<file path="src/vector_map_pkg.sv">
/*
 * package for the reset and interrupt vector map: widths, placement
 * constants, source and fetch carriers, and the vector offset function.
 * assumes word addressing of program memory, 17 address bits wide.
 */
package vector_map_pkg;

    // widths and counts
    localparam int ADDR_WIDTH = 17;
    localparam int VEC_NO_WIDTH = 6;
    localparam int NUM_IRQ = 34;
    localparam int TIMER3_FIRST_BIT = 30;

    // vector numbers
    localparam logic [5:0] RESET_VECTOR_NO = 6'h01;
    localparam logic [5:0] FIRST_IRQ_VECTOR_NO = 6'h02;
    localparam logic [5:0] LAST_PLAIN_VECTOR_NO = 6'h1F;

    // placement
    localparam logic [16:0] APP_BASE_ADDR = 17'h0_0000;
    localparam logic [16:0] IRQ_START_OFFSET = 17'h0_0002;
    localparam logic [16:0] VECTOR_STRIDE = 17'h0_0002;
    localparam logic FUSE_PROGRAMMED = 1'h0;

    // values after reset
    localparam logic FUSE_RESET_VALUE = 1'h1;
    localparam logic [16:0] BOOT_RESET_VALUE = 17'h0_0000;

    typedef enum logic [1:0]
    {
        ST_BOOT = 2'h0,
        ST_IDLE = 2'h1,
        ST_ISSUE = 2'h3
    } state_type;

    // one request line per interrupt source, vector 2 last (bit 0)
    typedef struct packed
    {
        logic tmr3_ovf;
        logic tmr3_cmp_b;
        logic tmr3_cmp_a;
        logic tmr3_capture;
        logic ser1_tx_done;
        logic ser1_tx_empty;
        logic ser1_rx_done;
        logic program_store_ready_req;
        logic two_wire_req;
        logic eeprom_ready_req;
        logic conv_done;
        logic comparator;
        logic ser0_tx_done;
        logic ser0_tx_empty;
        logic ser0_rx_done;
        logic spi_done;
        logic tmr0_ovf;
        logic tmr0_cmp_b;
        logic tmr0_cmp_a;
        logic tmr1_ovf;
        logic tmr1_cmp_b;
        logic tmr1_cmp_a;
        logic tmr1_capture;
        logic tmr2_ovf;
        logic tmr2_cmp_b;
        logic tmr2_cmp_a;
        logic watchdog_timeout_req;
        logic pin_change_req_three;
        logic pin_change_req_two;
        logic pin_change_req_one;
        logic pin_change_req_zero;
        logic ext_irq_two;
        logic ext_irq_one;
        logic ext_irq_zero;
    } irq_src_type;

    typedef struct packed
    {
        logic boot_reset_fuse;
        logic vector_select_bit;
        logic [16:0] boot_start;
    } placement_type;

    typedef struct packed
    {
        logic valid;
        logic is_reset;
        logic [5:0] vector_no;
        logic [16:0] addr;
    } fetch_type;

    // two words per vector, vector 1 at offset zero
    function automatic logic [16:0] vector_offset(input logic [5:0] vno);
        logic [16:0] idx;
        idx = 17'(vno) - 17'h0_0001;
        return 17'(idx * VECTOR_STRIDE);
    endfunction

    function automatic logic [16:0] pick_base(input logic in_boot, input logic [16:0] boot);
        return in_boot ? boot : APP_BASE_ADDR;
    endfunction

endpackage
</file>
<file path="src/irq_pick.sv">
/*
 * lowest-index pending request picker.
 * assumes requests are levels synchronous to the caller's clock.
 */
`timescale 1ns/100ps
module irq_pick #(
    parameter int WIDTH = 34
) (
    // requests, bit 0 wins
    input wire logic [WIDTH-1:0] req,
    // result
    output logic found,
    output logic [5:0] index
);
    always_comb
    begin
        found = 1'b0;
        index = 6'h00;
        for (int i = WIDTH - 1; i >= 0; i--)
        begin
            if (req[i])
            begin
                found = 1'b1;
                index = 6'(i);
            end
        end
    end
endmodule

</file>
<file path="src/reset_interrupt_vector_map.sv">
/*
 * reset and interrupt vector map: presents the reset vector after any
 * reset, then on each fetch request the vector of the lowest-numbered
 * pending source, placed by the boot-reset fuse and vector-select bit.
 * assumes the fetch logic, fuses and control bit are synchronous to REF_CLK.
 */
// Operation
// reset vector is vector 1, address zero, shared by every reset cause
// programmed boot-reset fuse (0) moves the reset vector to boot start
// vector-select set adds boot section start to every interrupt address
// interrupt vectors start at 2, or boot start plus 2, fuse aside
// external requests 0, 1, 2 map to vectors 2, 3, 4
// pin change 0..3 map to vectors 5..8, watchdog to vector 9
// timer 2 compare A, compare B, overflow at vectors 10..12
// timer 1 capture, compare A, compare B, overflow at vectors 13..16
// timer 0 compare A, compare B, overflow at vectors 17..19
// serial peripheral transfer complete at vector 20
// first serial port receive, data empty, transmit at vectors 21..23
// comparator, converter, eeprom, two-wire, store ready at vectors 24..28
// second serial port receive, data empty, transmit at vectors 29..31
// timer 3 vectors 32..35 exist only on the largest member
// vector-select 0 places vectors at flash start, 1 at boot section
// address is placement base plus twice vector number minus one
`timescale 1ns/100ps
module reset_interrupt_vector_map #(
    parameter bit HAS_TIMER3 = 1'b1
) (
    // clock and control
    input wire logic REF_CLK,
    input wire logic RST,
    input wire logic CE,
    // placement settings
    input wire vector_map_pkg::placement_type PLACEMENT,
    // interrupt sources
    input wire vector_map_pkg::irq_src_type IRQ_SRC,
    // fetch side
    input wire logic VEC_REQ,
    output vector_map_pkg::fetch_type FETCH,
    output logic [33:0] IRQ_TAKEN,
    output logic IRQ_PENDING
);
    import vector_map_pkg::*;

    logic [NUM_IRQ-1:0] req_vec;
    logic [NUM_IRQ-1:0] req_gated;
    logic found;
    logic [5:0] pick_index;
    logic [5:0] vno_d;
    logic [16:0] addr_d;
    logic take_irq;
    logic boot_issue;
    state_type state_q;
    state_type state_d;
    fetch_type fetch_q;
    fetch_type fetch_d;
    logic [NUM_IRQ-1:0] taken_q;
    logic [NUM_IRQ-1:0] taken_d;
    logic pend_q;
    logic fuse_q;
    logic [16:0] boot_q;

    // source to vector order
    assign req_vec[2:0] = {IRQ_SRC.ext_irq_two, IRQ_SRC.ext_irq_one,
        IRQ_SRC.ext_irq_zero};
    assign req_vec[7:3] = {IRQ_SRC.watchdog_timeout_req, IRQ_SRC.pin_change_req_three,
        IRQ_SRC.pin_change_req_two, IRQ_SRC.pin_change_req_one,
        IRQ_SRC.pin_change_req_zero};
    assign req_vec[10:8] = {IRQ_SRC.tmr2_ovf, IRQ_SRC.tmr2_cmp_b,
        IRQ_SRC.tmr2_cmp_a};
    assign req_vec[14:11] = {IRQ_SRC.tmr1_ovf, IRQ_SRC.tmr1_cmp_b, IRQ_SRC.tmr1_cmp_a,
        IRQ_SRC.tmr1_capture};
    assign req_vec[17:15] = {IRQ_SRC.tmr0_ovf, IRQ_SRC.tmr0_cmp_b,
        IRQ_SRC.tmr0_cmp_a};
    assign req_vec[18] = IRQ_SRC.spi_done;
    assign req_vec[21:19] = {IRQ_SRC.ser0_tx_done, IRQ_SRC.ser0_tx_empty,
        IRQ_SRC.ser0_rx_done};
    assign req_vec[26:22] = {IRQ_SRC.program_store_ready_req, IRQ_SRC.two_wire_req,
        IRQ_SRC.eeprom_ready_req, IRQ_SRC.conv_done, IRQ_SRC.comparator};
    assign req_vec[29:27] = {IRQ_SRC.ser1_tx_done, IRQ_SRC.ser1_tx_empty,
        IRQ_SRC.ser1_rx_done};
    assign req_vec[33:30] = {IRQ_SRC.tmr3_ovf, IRQ_SRC.tmr3_cmp_b, IRQ_SRC.tmr3_cmp_a,
        IRQ_SRC.tmr3_capture};

    // timer 3 lines vanish on smaller members
    assign req_gated[TIMER3_FIRST_BIT-1:0] = req_vec[TIMER3_FIRST_BIT-1:0];
    assign req_gated[NUM_IRQ-1:TIMER3_FIRST_BIT] = HAS_TIMER3 ?
        req_vec[NUM_IRQ-1:TIMER3_FIRST_BIT] : 4'h0;

    irq_pick #(
        .WIDTH(NUM_IRQ)
    ) u_pick (
        .req(req_gated),
        .found(found),
        .index(pick_index)
    );

    // selection of what goes out next
    assign boot_issue = (state_q == ST_BOOT);
    assign take_irq = (state_q == ST_IDLE) && VEC_REQ && found;
    assign vno_d = boot_issue ? RESET_VECTOR_NO
                              : 6'(pick_index + FIRST_IRQ_VECTOR_NO);

    // placement and stride
    vector_addr_calc u_calc (
        .is_reset(boot_issue),
        .vector_no(vno_d),
        .place(PLACEMENT),
        .addr(addr_d)
    ); // see see see

    assign fetch_d.valid = boot_issue || take_irq;
    assign fetch_d.is_reset = boot_issue;
    assign fetch_d.vector_no = fetch_d.valid ? vno_d : 6'h00;
    assign fetch_d.addr = fetch_d.valid ? addr_d : 17'h0_0000;
    assign taken_d = take_irq ? (NUM_IRQ'(1) << pick_index) : '0;

    always_comb
    begin
        case (state_q)
            ST_BOOT:
                state_d = ST_IDLE;
            ST_IDLE:
                state_d = take_irq ? ST_ISSUE : ST_IDLE;
            ST_ISSUE:
                state_d = ST_IDLE;
            default:
                state_d = ST_BOOT;
        endcase
    end

    always_ff @(posedge REF_CLK)
    begin
        if (RST)
        begin
            state_q <= ST_BOOT;
            fetch_q <= '0;
            taken_q <= '0;
            pend_q <= 1'b0;
            fuse_q <= FUSE_RESET_VALUE;
            boot_q <= BOOT_RESET_VALUE;
        end
        else if (CE)
        begin
            state_q <= state_d;
            fetch_q <= fetch_d;
            taken_q <= taken_d;
            pend_q <= found;
            if (boot_issue)
            begin
                fuse_q <= PLACEMENT.boot_reset_fuse;
                boot_q <= PLACEMENT.boot_start;
            end
        end
    end

    assign FETCH = fetch_q;
    assign IRQ_TAKEN = taken_q;
    assign IRQ_PENDING = pend_q;

    // checks
    a_reset_vector_app:
    assert property (@(posedge REF_CLK) disable iff (RST)
        fetch_q.valid && fetch_q.is_reset && fuse_q
        |-> fetch_q.addr == APP_BASE_ADDR && fetch_q.vector_no == RESET_VECTOR_NO)
    else $error("reset vector not at address zero");

    a_boot_first_fetch:
    assert property (@(posedge REF_CLK) disable iff (RST)
        state_q == ST_BOOT && CE
        |=> fetch_q.valid && fetch_q.is_reset && state_q == ST_IDLE)
    else $error("reset vector not issued first");

    a_reset_vector_boot:
    assert property (@(posedge REF_CLK) disable iff (RST)
        fetch_q.valid && fetch_q.is_reset && !fuse_q
        |-> fetch_q.addr == boot_q)
    else $error("programmed fuse did not move reset vector");

    a_select_moves_irq:
    assert property (@(posedge REF_CLK) disable iff (RST)
        CE && take_irq && PLACEMENT.vector_select_bit
        |=> fetch_q.addr == 17'($past(PLACEMENT.boot_start)
            + {10'h000, fetch_q.vector_no - 6'h01, 1'b0}))
    else $error("interrupt vector not moved to boot section");

    a_irq_start_addr: // see
    assert property (@(posedge REF_CLK) disable iff (RST)
        CE && take_irq && !PLACEMENT.vector_select_bit && IRQ_SRC.ext_irq_zero
        |=> fetch_q.addr == IRQ_START_OFFSET && fetch_q.vector_no == FIRST_IRQ_VECTOR_NO)
    else $error("first interrupt vector misplaced");

    a_ext_order:
    assert property (@(posedge REF_CLK) disable iff (RST)
        CE && take_irq && req_vec[2:0] == 3'h2
        |=> fetch_q.valid && fetch_q.vector_no == 6'h03)
    else $error("external request one not at vector 3");

    a_watchdog_slot:
    assert property (@(posedge REF_CLK) disable iff (RST)
        CE && take_irq && req_vec[7:0] == 8'h80
        |=> fetch_q.vector_no == 6'h09 ##1 !fetch_q.valid)
    else $error("watchdog not at vector 9 or pulse too long");

    a_timer3_absent:
    assert property (@(posedge REF_CLK) disable iff (RST)
        fetch_q.valid && !HAS_TIMER3 |-> fetch_q.vector_no <= LAST_PLAIN_VECTOR_NO)
    else $error("timer 3 vector issued on small member");

    a_vector_stride:
    assert property (@(posedge REF_CLK) disable iff (RST)
        CE && take_irq && !PLACEMENT.vector_select_bit
        |=> fetch_q.addr == {10'h000, fetch_q.vector_no - 6'h01, 1'b0}
            && IRQ_TAKEN == (NUM_IRQ'(1) << (fetch_q.vector_no - FIRST_IRQ_VECTOR_NO)))
    else $error("vector address or taken line wrong");

    a_issue_spacing:
    assert property (@(posedge REF_CLK) disable iff (RST)
        CE && take_irq |=> state_q == ST_ISSUE && !take_irq)
    else $error("request taken while issuing");

    a_pin_change_slot:
    assert property (@(posedge REF_CLK) disable iff (RST)
        CE && take_irq && req_vec[3:0] == 4'h8
        |=> fetch_q.vector_no == 6'h05)
    else $error("pin change 0 not at vector 5");

    a_timer2_slot:
    assert property (@(posedge REF_CLK) disable iff (RST)
        CE && take_irq && req_vec[10:0] == 11'h400
        |=> fetch_q.vector_no == 6'h0C)
    else $error("timer 2 overflow not at vector 12");

    a_timer1_slot:
    assert property (@(posedge REF_CLK) disable iff (RST)
        CE && take_irq && req_vec[11:0] == 12'h800
        |=> fetch_q.vector_no == 6'h0D)
    else $error("timer 1 capture not at vector 13");

    a_timer0_slot:
    assert property (@(posedge REF_CLK) disable iff (RST)
        CE && take_irq && req_vec[17:0] == 18'h2_0000
        |=> fetch_q.vector_no == 6'h13)
    else $error("timer 0 overflow not at vector 19");

    a_spi_slot:
    assert property (@(posedge REF_CLK) disable iff (RST)
        CE && take_irq && req_vec[18:0] == 19'h4_0000
        |=> fetch_q.vector_no == 6'h14)
    else $error("transfer complete not at vector 20");

    a_serial0_slot:
    assert property (@(posedge REF_CLK) disable iff (RST)
        CE && take_irq && req_vec[19:0] == 20'h8_0000
        |=> fetch_q.vector_no == 6'h15)
    else $error("first serial receive not at vector 21");

    a_store_slot:
    assert property (@(posedge REF_CLK) disable iff (RST)
        CE && take_irq && req_vec[26:0] == 27'h400_0000
        |=> fetch_q.vector_no == 6'h1C)
    else $error("store ready not at vector 28");

    a_serial1_slot:
    assert property (@(posedge REF_CLK) disable iff (RST)
        CE && take_irq && req_vec[29:0] == 30'h2000_0000
        |=> fetch_q.vector_no == 6'h1F)
    else $error("second serial transmit not at vector 31");

    a_timer3_slot:
    assert property (@(posedge REF_CLK) disable iff (RST)
        CE && take_irq && req_vec[30:0] == 31'h4000_0000
        |=> fetch_q.vector_no == 6'h20)
    else $error("timer 3 capture not at vector 32");

    a_reset_once:
    assert property (@(posedge REF_CLK) disable iff (RST)
        fetch_q.valid && fetch_q.is_reset && CE
        |=> !fetch_q.is_reset)
    else $error("reset vector issued twice");

    a_reset_no_taken:
    assert property (@(posedge REF_CLK) disable iff (RST)
        fetch_q.is_reset
        |-> taken_q == '0 && fetch_q.vector_no == RESET_VECTOR_NO)
    else $error("reset vector carries an acknowledge");

    a_vsel_start:
    assert property (@(posedge REF_CLK) disable iff (RST)
        CE && take_irq && PLACEMENT.vector_select_bit && IRQ_SRC.ext_irq_zero
        |=> fetch_q.addr == 17'($past(PLACEMENT.boot_start) + IRQ_START_OFFSET))
    else $error("moved vectors do not start at boot plus 2");

    a_app_place:
    assert property (@(posedge REF_CLK) disable iff (RST)
        CE && take_irq && !PLACEMENT.vector_select_bit
        |=> fetch_q.addr[16:7] == 10'h000)
    else $error("vector outside flash start area");

    a_idle_quiet:
    assert property (@(posedge REF_CLK) disable iff (RST)
        !fetch_q.valid
        |-> fetch_q.vector_no == 6'h00 && fetch_q.addr == 17'h0_0000 && taken_q == '0)
    else $error("fetch fields not cleared when idle");

    a_taken_onehot:
    assert property (@(posedge REF_CLK) disable iff (RST)
        fetch_q.valid && !fetch_q.is_reset
        |-> $onehot(taken_q))
    else $error("acknowledge not one-hot");

    a_freeze_hold:
    assert property (@(posedge REF_CLK) disable iff (RST)
        !CE
        |=> $stable(fetch_q) && $stable(taken_q) && $stable(state_q))
    else $error("state moved while clock enable low");
endmodule

</file>
<file path="src/vector_addr_calc.sv">
/*
 * vector address former: placement base plus two words per vector.
 * assumes the boot start address comes from the boot size setting.
 */
`timescale 1ns/100ps
module vector_addr_calc (
    // selection
    input wire logic is_reset,
    input wire logic [5:0] vector_no,
    input wire vector_map_pkg::placement_type place,
    // result
    output logic [16:0] addr
);
    import vector_map_pkg::*;

    wire logic reset_in_boot;
    wire logic irq_in_boot;
    wire logic [16:0] base;

    assign reset_in_boot = (place.boot_reset_fuse == FUSE_PROGRAMMED);
    assign irq_in_boot = place.vector_select_bit;
    assign base = is_reset ? pick_base(reset_in_boot, place.boot_start)
                           : pick_base(irq_in_boot, place.boot_start);
    assign addr = 17'(base + vector_offset(vector_no));
endmodule

</file>
<file path="config.mk">
export PLATFORM = sky130hd
export DESIGN_NAME = reset_interrupt_vector_map
export DESIGN_NICKNAME = d
export VERILOG_FILES = /design/src/vector_map_pkg.sv /design/src/irq_pick.sv /design/src/reset_interrupt_vector_map.sv /design/src/vector_addr_calc.sv
export SDC_FILE = /design/constraint.sdc
export NUM_CORES = 1
export LEC_CHECK = 0
export ABC_AREA = 0
export BUFFER_PORTS_ARGS = -buffer_cell sky130_fd_sc_hd__buf_2
export CAP_MARGIN = 5
export CORE_ASPECT_RATIO = 1.4
export CORE_MARGIN = 2
export CORE_UTILIZATION = 55
export CTS_BUF_LIST = sky130_fd_sc_hd__clkbuf_4
export CTS_CLUSTER_SIZE = 16
export DETAILED_ROUTE_END_ITERATION = 12
export PLACE_DENSITY_LB_ADDON = 0.12
export SLEW_MARGIN = 40
export SYNTH_ARGS = -nofsm -noshare
export SYNTH_HDL_FRONTEND = slang
export SYNTH_SLANG_ARGS = --single-unit
</file>
<file path="constraint.sdc">
create_clock -name REF_CLK -period 16.3 [get_ports REF_CLK]
set_input_delay 3.26 -clock REF_CLK [delete_from_list [all_inputs] [get_ports REF_CLK]]
set_output_delay 3.26 -clock REF_CLK [all_outputs]
set_load 0.05 [all_outputs]
</file>
# Word-level counts from Yosys, hierarchy flattened
# Cells that the tools add are included.
# op_classes
add_sub_neg,3
multipliers,0
div_mod_pow,0
order_cmp,0
eq_ne,2
shifts,1
mux,77
bitwise,0
reduce_logical,5
# op_table
cell,count
$mux 6,36
$mux 17,4
$mux 1,34
$mux 34,1
$shl 1x6->34 const A,1
$add 17x17->17,1
$sub 6x1->7 const B,1
$add 6x2->6 const B,1
$pmux 2 s2,1
$eq 2x1->1 const B,1
$eq 2x2->1 const B,1
$logic_and 1x1->1,2
$logic_not 2->1,1
$mux 2,1
$reduce_or 2->1,1
$logic_or 1x1->1,1
# totals
regBits,62
latch_bits,0
ram_bits,0
mem_bits_ro,0
inputBits,57
elab_cells,95
memories,0

# Logic depth before layout (Yosys ltp)
# depth
ltp_word,39
mapped_depth,22

# Hierarchy
# Synthesis repeated with hierarchy kept, for this count alone.
# unflattened
hier_cells,447
area_unflattened_um2,3629.7
# modules_own_cells
mod,instances,cells_each,area_per_inst_um2,seq_area_each_um2
reset_interrupt_vector_map,1,250,2311.0,1241.2
vector_addr_calc,1,123,904.6,0.0
irq_pick,1,74,414.1,0.0

# Least setup slack after synthesis
# No wires, ideal clock.
# synth_path
path_type,input-to-reg
from,in IRQ_SRC[23] in the netlist's numbering
to,reg fetch_q (netlist bit FETCH[16])
arrival_time_ps,7468
path_slack_ps,8716
cell_stages,19
path_buffers,0
cell_sequence,nor2_1 o311ai_0 a311oi_1 nor3_1 o21ai_1 inv_1 ha_1 o21ai_2 nand2_1 nor3_1 ha_1 and3_1 and3_1 a2111oi_2 a21oi_1 o21ai_0 a21oi_1 xnor2_1 a22o_1
# synth_between
elab_chain_cells,29
# synth_rtl
item,line_no,text
from (decl),reset_interrupt_vector_map.sv:35,"input wire vector_map_pkg::irq_src_type IRQ_SRC,"
$mux 6 (24 in series),irq_pick.sv:21,if (req[i])
$add 6x2->6,reset_interrupt_vector_map.sv:101,: 6'(pick_index + FIRST_IRQ_VECTOR_NO);
$mux 6,reset_interrupt_vector_map.sv:100,assign vno_d = boot_issue ? RESET_VECTOR_NO
$sub 6x1->7,vector_map_pkg.sv:93,idx = 17'(vno) - 17'h0_0001;
$add 17x17->17,vector_addr_calc.sv:24,assign addr = 17'(base + vector_offset(vector_no));
$mux 17 *,reset_interrupt_vector_map.sv:114,assign fetch_d.addr = fetch_d.valid ? addr_d : 17'h0_0000;
to (signal assigned),reset_interrupt_vector_map.sv:145,fetch_q <= fetch_d;
to (decl),reset_interrupt_vector_map.sv:54,fetch_type fetch_q;
# Mark *: on every way between the ends. The rest lies on a longest branch, timed or not.
# A chain may end at the register's enable or synchronous reset.

# Worst setup path in the final report
# Ends and elaborated chain as after synthesis.

==> results_dict.tcl <==
set metrics [dict create \
    clock.fmax_ghz 0.128 \
    wire_per_inst_um 15.2 \
    slew_violations 0 \
    final_common_cell "buf_2" \
    tritoncts "yes" \
    combPwrFrac_pct 25.5 \
    end_kind "flip-flop" \
    fp.coreArea_sq_um 6210 \
    leakage_nw 2.01 \
    grt_overflow 0 \
    cts_buffers 9 \
    critPathKind "primary input to flip-flop" \
    cts-root-buf "clkbuf_4" \
    cts.sinks 62 \
    dpl_cell_area_sq_um 4170 \
    stdcell_count 606 \
    drive_above_1_share_pct 31.3 \
    finalInstanceArea_sq_um 4290 \
    synth_nets 490 \
    power.internal_mw 0.218 \
    pre_cts_slack_ps 8100 \
    syn_area_sq_um 3540 \
    layout.nets 604 \
    tns_ps 0 \
    vias 3578 \
    synth_cells 415 \
    ios 117 \
    viasPerCell 5.90 \
    grt_use_total_pct 26.1 \
    firstDrtPassIters 4 \
    synth_top_area_share_pct 35.0 \
    synth_warnings 0 \
    relSlewSlack_pct 50.3 \
    switchingPower_mw 0.119 \
    hold_class "flip-flop to flip-flop" \
    ys_ff_latch 62 \
    fin_hold_ws_ps 467 \
    first_global_vias 3299 \
    holdBufCountCts 0 \
    synthToLayoutAreaGrowth_pct 21.2 \
    setup_viol 0 \
    cts_resized 0 \
    multi_input_area_sq_um 2210 \
    finalHoldViolations 0 \
    cp-start-kind "primary input" \
    rsz0062_at_grt "false" \
    async_reset_ff_share_pct 0 \
    rows 34 \
    fin_crit_ps 7810 \
    synth_compound_area_share_pct 26.2 \
    synth_edf_count 0 \
    postRouteAntennaNets 0 \
    fin_crit_sh_pct 47.9 \
    synth_top_family_by_area "compound AO/OA/AOI/OAI gates" \
    min_delay_path_depth 2 \
    place_inst 590 \
    layout_setup_ws_ps 8490 \
    ff2ff_path_depth 14 \
    post_cts_buffers 0 \
    clkSlewWorstSetupHoldPaths_ps 110 \
    ys_types 64 \
    status "completed" \
    clk_latency_ps 410 \
    critical_path_arrival_ps 8130 \
    synth_adder_area_share_pct 6.57 \
    antenna_found_initial 0 \
    wl_met2_um 4760 \
    drt-met1-wl_um 3690 \
    drt_iter0_drc 188 \
    grt_pass1_wl_um 14800 \
    synth_top_area_cell "dfxtp_1" \
    clk_path_buf_depth 2 \
    nFillCells 525 \
    seq_area_sq_um 1240 \
    synth_area_per_cell_sq_um 8.54 \
    cp.required_ps 16620 \
    seq_area_frac_synth_pct 35.0 \
    top_layer "met4" \
    worst_slew_pin_slew_ps 741 \
    diodes 0 \
    synth_area_leaders "dfxtp_1 (35%), nor2_1 (7.6%), ha_1 (6.0%), a22o_1 (4.9%), a22oi_1 (4.7%)" \
    gp_congestion 0.940 \
    chipHeight_um 99.0 \
    grt_max_degree 37 \
    p_clk_share_pct 27.5 \
    h-tree-depth 3 \
    die_area_sq_um 7110 \
    yosys.area_share.simple_pct 23.4 \
    port_buffers 116 \
    muxShareOfSynthArea_pct 1.17 \
    hpwlAfterDp_um 6890 \
    die_w_um 71.8 \
    power.density_nw_per_um2 78.7 \
    drc 0 \
    synth_flop_cell "dfxtp_1" \
    initial_core_util_pct 57.0 \
    synth_xor_area_share_pct 4.45 \
    swShare_pct 35.3 \
    drv_cap 0 \
    wl_um 9210 \
    final_cell_mix "buf_2 (116), nor2_1 (71), dfxtp_1 (62), nand2_1 (25), a22oi_1 (22)" \
    power_frac_seq_pct 47.0 \
    clock-skew-final_ps 11.5 \
    crit_fanout 9 \
    ir_drop_uv 45.8 \
    dr_wl_met3_um 584 \
]
cells in the mapped netlist (all sizes together), types with 2 or more instances:
| cell | count |
|---|---|
| nor4 | 8 |
| a21o | 3 |
| nor2b | 6 |
| a22o | 20 |
| and3 | 5 |
| nor3 | 17 |
| or2 | 3 |
| clkbuf | 12 |
| or4 | 2 |
| nand2b | 2 |
| o21bai | 4 |
| a2111oi | 2 |
| a211oi | 3 |
| or3 | 3 |
| nand4 | 2 |
| a32o | 6 |
| o21a | 2 |
| a31oi | 5 |
| ha | 17 |
| mux2i | 3 |
| inv | 11 |
| xnor2 | 14 |
| o21ai | 18 |
| nor2 | 72 |
| dfxtp | 62 |
| a21oi | 14 |
| nand3 | 4 |
| o211ai | 2 |
| a22oi | 22 |
| xor2 | 4 |
| nand2 | 26 |
| o211a | 2 |
| a32oi | 5 |
| and2 | 17 |
| a31o | 3 |
worst paths after layout:
kind | start | endpoint | slack, ps
max | IRQ_SRC[23] | FETCH[16] | 8490
min | IRQ_TAKEN[10] | IRQ_TAKEN[10] | 470
max reg2reg | state_q[1] | FETCH[16] | 12270
min reg2reg | IRQ_TAKEN[10] | IRQ_TAKEN[10] | 470
flip-flops by register name, indices dropped and copies added (netlist names):
register,flops
FETCH,25
IRQ_PENDING,1
IRQ_TAKEN,34
state_q,2
logic make-up after synthesis:
kind of cell,after synthesis
AOI/OAI and AO/OA,120
xor gates and xnor gates,18
adders and majority gates,18
buffers and inverters,25
DFF,62
muxes,4
and+or+nand+nor,168
per-stage QoR:
step | power, mW | util, %
after CTS | 0.339 | 69.0
after global routing | 0.354 | 69.1
after detailed placement | 0.247 | 67.2
final | 0.338 | 69.1
after floorplan | 0.224 | -
after global placement | 0.246 | 66.8
power groups by stage:
stage / clock (mW) / sequential [mW] / combinational [mW]
final: 0.0929 / 0.159 / 0.0861
after global routing: 0.100 / 0.159 / 0.0942
after CTS: 0.0942 / 0.159 / 0.0859
after detailed placement: 0 / 0.162 / 0.0853
after global placement: 0 / 0.162 / 0.0837
after floorplan: 0 / 0.177 / 0.0467
per-layer routing:
metal  global-route usage, %  up-vias
li1                        -     1760
met1                    29.8     1672
met2                    46.9      129
met3                    4.70       17
met4                    10.7        0
met5                       0        -
area by class of cell:
| class | instances | area share (%) |
|---|---|---|
| Clock buffer | 9 | 1.57 |
| Clock inverter | 7 | 1.14 |
| Inverter | 11 | 0.962 |
| Multi-Input combinational cell | 328 | 51.6 |
| Sequential cell | 62 | 28.9 |
| Tap cell | 72 | 2.10 |
| Timing Repair Buffer | 117 | 13.7 |
critical path, stage by stage:
cell and delay [ps]:
buf_2 110, nor2_1 130, o311ai_0 140, a311oi_1 280
nor3_1 110, o21ai_1 540, inv_1 150, ha_1 270
xnor2_1 160, o21ai_2 160, nand2_1 120, nor3_2 590
ha_1 420, and3_1 180, and3_1 180, a2111oi_2 500
a21oi_1 140, o21ai_0 240, a21oi_1 120, xnor2_1 140
a22o_1 190
(Power assumes the default switching activity.)
